$ cat src/tmr8_consts.svh
// Offsets, field positions, reset values and divider codes of the
// eight-bit interval/capture timer.
// Assumes inclusion by bare name from the timer design files.
`ifndef TMR8_CONSTS_SVH
`define TMR8_CONSTS_SVH

// ----------------------------------------------------------------
// Register indices on the internal bus
// ----------------------------------------------------------------
`define TMR8_IDX_COUNTER 3'h0
`define TMR8_IDX_MATCH_A 3'h1
`define TMR8_IDX_REG_B 3'h2
`define TMR8_IDX_CONTROL 3'h3
`define TMR8_IDX_DIV_SEL 3'h4
`define TMR8_IDX_CC_CFG 3'h5
`define TMR8_IDX_EDGE_MODE 3'h6

// ----------------------------------------------------------------
// Field positions
// ----------------------------------------------------------------
`define TMR8_CTL_WRAP 0
`define TMR8_CTL_RUN 3
`define TMR8_CFG_CLR_A 0
`define TMR8_CFG_CAPTURE 1
`define TMR8_CFG_CLR_B 2

// ----------------------------------------------------------------
// Reset values
// ----------------------------------------------------------------
`define TMR8_RST_BYTE 8'h00
`define TMR8_RST_NIBBLE 4'h0
`define TMR8_RST_EDGE 2'h0

// ----------------------------------------------------------------
// Divider select codes: count clock = mclk / (16 << code)
// ----------------------------------------------------------------
`define TMR8_DIV_16 4'h0
`define TMR8_DIV_32 4'h1
`define TMR8_DIV_64 4'h2
`define TMR8_DIV_128 4'h3
`define TMR8_DIV_256 4'h4
`define TMR8_DIV_512 4'h5

// Edge select codes
`define TMR8_EDGE_FALL 2'h0
`define TMR8_EDGE_RISE 2'h1

`endif

$ cat src/tmr8_pkg.sv
// Types of the eight-bit interval/capture timer.
// Assumes the consts header is read alongside; holds no numbers itself.
package tmr8_pkg;

  // ----------------------------------------------------------------
  // Prescaler state
  // ----------------------------------------------------------------
  typedef struct packed {
    logic [8:0] div;
    logic tick;
  } tmr8_pre_state_t;

  // ----------------------------------------------------------------
  // Timer state
  // ----------------------------------------------------------------
  typedef struct packed {
    logic [7:0] cnt;
    logic [7:0] match_a;
    logic [7:0] reg_b;
    logic run;
    logic wrap;
    logic clr_pend;
    logic [3:0] div_sel;
    logic clr_a;
    logic capture;
    logic clr_b;
    logic [1:0] edge_sel;
    logic edge_prev;
    logic irq_a;
    logic irq_b;
    logic irq_edge;
    logic rtp;
    logic [7:0] rdata;
  } tmr8_state_t;

endpackage : tmr8_pkg

$ cat src/tmr8_prescaler.sv
// Free-running divider giving one-cycle count clock enables.
// Assumes a single clock mclk with synchronous active-low reset.
`timescale 1ns/1ps
`include "tmr8_consts.svh"

module tmr8_prescaler #(
  parameter int DIV_W = 9
) (
  input wire logic mclk,
  input wire logic rst_n,
  input wire logic [3:0] div_sel,
  output logic tick
);

  tmr8_pkg::tmr8_pre_state_t s_q;
  tmr8_pkg::tmr8_pre_state_t s_d;
  logic [8:0] mask;

  // ----------------------------------------------------------------
  // Divider
  // ----------------------------------------------------------------
  always_comb begin
    s_d = s_q;
    s_d.div = s_q.div + 9'h001;
    unique case (div_sel)
      `TMR8_DIV_16: mask = 9'h00f;
      `TMR8_DIV_32: mask = 9'h01f;
      `TMR8_DIV_64: mask = 9'h03f;
      `TMR8_DIV_128: mask = 9'h07f;
      `TMR8_DIV_256: mask = 9'h0ff;
      `TMR8_DIV_512: mask = 9'h1ff;
      // Unused codes give no count clock at all
      default: mask = 9'h000;
    endcase
    s_d.tick = (mask != 9'h000) && ((s_q.div & mask) == mask);
  end

  always_ff @(posedge mclk) begin
    if (!rst_n) begin
      s_q <= '0;
    end else begin
      s_q <= s_d;
    end
  end

  assign tick = s_q.tick;

endmodule : tmr8_prescaler

$ cat src/tmr8_timer.sv
// Eight-bit up counter with match register, capture/compare register
// and an internal-bus register port.
// Assumes bus and edge input are synchronous to mclk.
`timescale 1ns/1ps
`include "tmr8_consts.svh"

module tmr8_timer (
  input wire logic mclk,
  input wire logic rst_n,
  input wire logic [2:0] reg_addr,
  input wire logic reg_wr,
  input wire logic reg_rd,
  input wire logic [7:0] reg_wdata,
  output logic [7:0] reg_rdata,
  input wire logic ext_edge_input,
  output logic match_a_irq,
  output logic match_b_irq,
  output logic edge_irq,
  output logic rtp_trigger
);

  tmr8_pkg::tmr8_state_t s_q;
  tmr8_pkg::tmr8_state_t s_d;
  logic tick;
  logic [7:0] new_cnt;
  logic edge_seen;
  logic wrap_now;

  // ----------------------------------------------------------------
  // Helpers
  // ----------------------------------------------------------------
  function automatic logic hit(input logic [2:0] addr,
                               input logic [2:0] idx);
    hit = (addr == idx);
  endfunction : hit

  function automatic logic edge_ok(input logic [1:0] mode,
                                   input logic prev,
                                   input logic now);
    unique case (mode)
      `TMR8_EDGE_FALL: edge_ok = prev && !now;
      `TMR8_EDGE_RISE: edge_ok = !prev && now;
      // Codes 2 and 3 take both edges
      default: edge_ok = prev != now;
    endcase
  endfunction : edge_ok

  // True when this count clock carries the counter past its top
  function automatic logic wraps_now(input logic tk,
                                     input logic run,
                                     input logic pend,
                                     input logic [7:0] cnt);
    wraps_now = tk && run && !pend && (cnt == 8'hff);
  endfunction : wraps_now

  // ----------------------------------------------------------------
  // Count clock
  // ----------------------------------------------------------------
  tmr8_prescaler #(
    .DIV_W(9)
  ) u_pre (
    .mclk(mclk),
    .rst_n(rst_n),
    .div_sel(s_q.div_sel),
    .tick(tick)
  );

  // ----------------------------------------------------------------
  // Next state
  // ----------------------------------------------------------------
  always_comb begin
    s_d = s_q;
    s_d.irq_a = 1'b0;
    s_d.irq_b = 1'b0;
    s_d.irq_edge = 1'b0;
    s_d.rtp = 1'b0;
    s_d.edge_prev = ext_edge_input;
    new_cnt = s_q.cnt;
    edge_seen = edge_ok(s_q.edge_sel, s_q.edge_prev, ext_edge_input);
    wrap_now = wraps_now(tick, s_q.run, s_q.clr_pend, s_q.cnt);

    // Counter: a pending clear is served first, so the counter holds
    // its old value until the next count clock.
    if (tick) begin
      if (s_q.clr_pend) begin
        new_cnt = 8'h00;
        s_d.clr_pend = 1'b0;
      end else if (s_q.run) begin
        new_cnt = s_q.cnt + 8'h01;
        if (wrap_now) begin
          s_d.wrap = 1'b1;
        end
      end
      s_d.cnt = new_cnt;
      if (s_q.run) begin
        // Match checked only on a fresh counter value
        // A clear raised here is served at the next count clock
        if (new_cnt == s_q.match_a) begin
          s_d.irq_a = 1'b1;
          s_d.rtp = 1'b1;
          if (s_q.clr_a) begin
            s_d.clr_pend = 1'b1;
          end
        end
        if (!s_q.capture && new_cnt == s_q.reg_b) begin
          s_d.irq_b = 1'b1;
          s_d.rtp = 1'b1;
          if (s_q.clr_b) begin
            s_d.clr_pend = 1'b1;
          end
        end
      end
    end

    // Edge input raises its own request in any mode
    // No width filter: a one-cycle glitch counts as an edge
    if (edge_seen) begin
      s_d.irq_edge = 1'b1;
    end

    // Register writes; the counter itself is not writable
    if (reg_wr) begin
      if (hit(reg_addr, `TMR8_IDX_MATCH_A)) begin
        s_d.match_a = reg_wdata;
      end
      if (hit(reg_addr, `TMR8_IDX_REG_B)) begin
        s_d.reg_b = reg_wdata;
      end
      if (hit(reg_addr, `TMR8_IDX_CONTROL)) begin
        s_d.run = reg_wdata[`TMR8_CTL_RUN];
        // Setting run again while running must not restart the count
        if (reg_wdata[`TMR8_CTL_RUN] != s_q.run) begin
          s_d.clr_pend = 1'b1;
        end
        // Hardware wrap in the same cycle beats a software clear
        s_d.wrap = reg_wdata[`TMR8_CTL_WRAP] || s_d.wrap;
        if (!reg_wdata[`TMR8_CTL_WRAP] && !wrap_now) begin
          s_d.wrap = 1'b0;
        end
      end
      if (hit(reg_addr, `TMR8_IDX_DIV_SEL)) begin
        // Only the low nibble picks a divider
        s_d.div_sel = reg_wdata[3:0];
      end
      if (hit(reg_addr, `TMR8_IDX_CC_CFG)) begin
        s_d.clr_a = reg_wdata[`TMR8_CFG_CLR_A];
        s_d.capture = reg_wdata[`TMR8_CFG_CAPTURE];
        s_d.clr_b = reg_wdata[`TMR8_CFG_CLR_B];
      end
      if (hit(reg_addr, `TMR8_IDX_EDGE_MODE)) begin
        s_d.edge_sel = reg_wdata[1:0];
      end
    end

    // Capture beats a software write to register B in the same cycle;
    // the captured value is the counter as it stands now.
    if (s_q.run && s_q.capture && edge_seen) begin
      s_d.reg_b = s_q.cnt;
      if (s_q.clr_b) begin
        s_d.clr_pend = 1'b1;
      end
    end

    // Reads answer one cycle later; write-only registers read zero
    if (reg_rd) begin
      s_d.rdata = 8'h00;
      if (hit(reg_addr, `TMR8_IDX_COUNTER)) begin
        s_d.rdata = s_q.cnt;
      end
      if (hit(reg_addr, `TMR8_IDX_MATCH_A)) begin
        s_d.rdata = s_q.match_a;
      end
      if (hit(reg_addr, `TMR8_IDX_REG_B)) begin
        s_d.rdata = s_q.reg_b;
      end
      if (hit(reg_addr, `TMR8_IDX_CONTROL)) begin
        // Other control bits read as zero
        s_d.rdata[`TMR8_CTL_RUN] = s_q.run;
        s_d.rdata[`TMR8_CTL_WRAP] = s_q.wrap;
      end
    end
  end

  // ----------------------------------------------------------------
  // State register
  // ----------------------------------------------------------------
  always_ff @(posedge mclk) begin
    if (!rst_n) begin
      // Match registers start at zero rather than unknown
      s_q <= '0;
      s_q.cnt <= `TMR8_RST_BYTE;
      s_q.div_sel <= `TMR8_RST_NIBBLE;
      s_q.edge_sel <= `TMR8_RST_EDGE;
    end else begin
      s_q <= s_d;
    end
  end

  assign reg_rdata = s_q.rdata;
  assign match_a_irq = s_q.irq_a;
  assign match_b_irq = s_q.irq_b;
  assign edge_irq = s_q.irq_edge;
  assign rtp_trigger = s_q.rtp;

endmodule : tmr8_timer
$ cat config.mk
export PLATFORM = sky130hd
export DESIGN_NAME = tmr8_timer
export DESIGN_NICKNAME = d
export VERILOG_FILES = /design/src/tmr8_pkg.sv /design/src/tmr8_prescaler.sv /design/src/tmr8_timer.sv
export VERILOG_INCLUDE_DIRS = /design/src
export SDC_FILE = /design/constraint.sdc
export NUM_CORES = 1
export LEC_CHECK = 0
export BUFFER_PORTS_ARGS = -buffer_cell sky130_fd_sc_hd__buf_2
export CORE_UTILIZATION = 45
export CTS_CLUSTER_DIAMETER = 30
export DETAILED_ROUTE_END_ITERATION = 10
export SLEW_MARGIN = 30
export SYNTH_ARGS = -nofsm -noshare
export SYNTH_HDL_FRONTEND = slang
export SYNTH_SLANG_ARGS = --single-unit
$ cat constraint.sdc
create_clock -name mclk -period 4.3 [get_ports mclk]
set_input_delay 0.43 -clock mclk [delete_from_list [all_inputs] [get_ports mclk]]
set_output_delay 0.43 -clock mclk [all_outputs]
set_load 0.005 [all_outputs]
==> run_results.csv <==
group,metric,value,unit
run_status,outcome,"complete, no violations",
logic_synthesis,yosysTopAreaCellShare,35.8,%
logic_synthesis,yosys_warnings,0,
sta,slew_headroom,44.4,%
pwr,p_leak,1.41,nW
place,io_buffers,27,
logic_synthesis,yosys-top-cells-area,"dfxtp_1 36%, mux2i_1 9.4%, nor2b_1 5.1%",
sta,final.setup.tns,0,ns
global_routing,grt_antenna_before_repair,0,
logic_synthesis,ys_seq_elements,59,
final_layout,multi_input_comb_area,1880,um2
route,first_iter_violations,96,
setup_path,worstSetupPathType,"flip-flop to flip-flop",
floorplanning,core-area,6940,um2
logic_synthesis,async_flop_share,0,%
clock_network,cts_root_buffer,"clkbuf_8",
sta,max_freq,420,MHz
final_layout,fin_area,3560,um2
setup_path,cp.required,4.59,ns
final_layout,final_cell_mix,"59 x dfxtp_1, 35 x nand2_1, 31 x mux2i_1",
global_routing,grt_first_pass_wirelength,11.7,mm
sta,finalClockSkew,0.00452,ns
clock_network,post_cts_resized,0,
sta,hold_violations,0,
sta,slew_viol_final,0,
setup_path,crit_buf_inv,0,
logic_synthesis,synth_edf_count,0,
logic_synthesis,synthCells,381,
route,route.detailed.drc,0,
global_routing,grt_max_degree,59,
route,dr.pass1.iters,4,
logic_synthesis,ys_seq_area_share,35.8,%
pwr,power,1.11,mW
setup_path,cpMaxStageDelayCell,"or4_4",
sta,setup-violations-final,0,
floorplanning,io_pins,28,
place,placed_cell_area,3380,um2
global_routing,grt_overflow,0,
place,gp_congestion,0.828,
setup_path,start_kind,"flip-flop",
setup_path,cp_max_fo,10,
setup_path,path_delay_family,"simple AND/OR/NAND/NOR gates",
sta,finalCriticalPeriod,2.38,ns
clock_network,post_cts_buffers,0,
job,maxCapViolCount,0,
final_layout,ff_latch_area,1180,um2
sta,worst_slew_pin_slew,0.828,ns
final_layout,num_antenna_cells,0,
floorplanning,start_util,47.5,%
final_layout,final_common_cell,"dfxtp_1",
logic_synthesis,synthFlopType,"dfxtp_1",
clock_network,cts_buffer_depth,2,
global_routing,grt_usage,20.5,%
clock_network,ctsHoldBuffers,0,
logic_synthesis,syn_avg_cell_area,8.65,um2
clock_network,path_clk_slew,0.06,ns
floorplanning,rows,30,
floorplanning,die_h,87.6,um
logic_synthesis,syn_area,3300,um2
setup_path,worstPathArrival,2.67,ns
pwr,peakVddDrop,214,uV
final_layout,fin_util,51.3,%
final_layout,syn2layout_area_growth,8.08,%
final_layout,fillers,694,
setup_path,critPathMaxStageDelay,0.54,ns
floorplanning,dieWidth,87.6,um
route,drt-total-wl,7.13,mm
clock_network,clkLatencyLatePin,0.34,ns
place,dp_hpwl,5.08,mm
pwr,power.density,313,nW/um2
clock_network,tritoncts,"yes",
route,vias_per_cell,5.35,
route,vias,2605,
setup_path,worstPathCellList,"ha_1 > mux2i_1 > or3_1 > nand4_1 > or4_4 > nor4_4 > a221o_1",
setup_path,crit_path_end_kind,"flip-flop",
logic_synthesis,syn_nets,401,
clock_network,cts_buffers,9,
final_layout,final_nets,408,
sta,worst_hold_slack,0.326,ns
route,wl_per_cell,14.6,um
clock_network,htreeDepth,3,
route,ant_nets,0,
logic_synthesis,synth.distinct_cells,50,
clock_network,cts_num_sinks,59,
sta,rsz0062_at_grt,"false",
global_routing,grt_pass1_vias,2386,
logic_synthesis,synth_top_cell_by_area,"dfxtp_1",
sta,post-route-period-util,55.4,%
min_path,hp-class,"input port to flip-flop",
floorplanning,fp.dieArea,7670,um2
final_layout,drive_gt1_share,13.8,%
worst paths after layout:
| check | endpoint | slack, ns | cells after the start | from |
|---|---|---|---|---|
| max | s_q[22] | 1.92 | 7 | s_q[41] |
| min | s_q[12] | 0.33 | 2 | ext_edge_input |
| max reg2reg | s_q[22] | 1.92 | 7 | s_q[41] |
| min reg2reg | u_pre.s_q[1] | 0.47 | 1 | u_pre.s_q[1] |
power breakdown:
| group | internal [mW] | total (mW) | switching (mW) | leakage, nW |
|---|---|---|---|---|
| combinational | 0.0299 | 0.0678 | 0.0379 | 0.840 |
| clock | 0.275 | 0.481 | 0.207 | 0.0950 |
| sequential | 0.556 | 0.566 | 0.00972 | 0.477 |
stage by stage:
stage	std cells	setup slack (ns)
after CTS	487	1.93
after floorplan	381	2.20
after global routing	487	1.71
after detailed placement	473	1.93
final	487	1.92
after global placement	473	1.95
layer usage:
metal | GRT usage, % | routed length (um) | vias up
li1 | - | - | 1329
met1 | 25.8 | 3320 | 1226
met2 | 33.6 | 3490 | 44
met3 | 6.88 | 279 | 6
met4 | 5.81 | 46 | 0
met5 | 0 | 0 | -
state kept, by name (all words and copies together), names as in the netlist:
signal	flops
rtp_trigger	1
s_q	37
reg_rdata	8
edge_irq	1
u_pre.s_q	9
u_pre.tick	1
match_a_irq	1
match_b_irq	1
cell type report:
type | count | area share, %
clock buffer | 11 | 3.97
clock inverter | 3 | 1.12
sequential | 59 | 33.1
tap | 96 | 3.37
timing repair buffer | 28 | 4.00
inverter | 16 | 1.69
multi-input combinational | 274 | 52.7
synth_stat cells (all sizes together) (5+ instances only):
cell	number
xnor2	11
buf	18
nor2	19
a21oi	16
and2	16
nor2b	27
nand3	9
o21ai	18
nand4	9
dfxtp	59
clkbuf	14
inv	16
o211a	8
mux2i	33
a21boi	16
nand2	36
nor3	5
o22ai	7
or3	9
kinds of logic after synthesis:
logic type               share of synthesized area [%]
AND/OR/NAND/NOR                                   24.7
AO/OA/AOI/OAI                                     15.1
flip-flops                                        35.8
buffers and inverters                             7.29
multiplexers                                      11.9
XOR/XNOR                                          3.72
adder cells (fa/ha/maj)                           1.52
(Power assumes the default switching activity.)
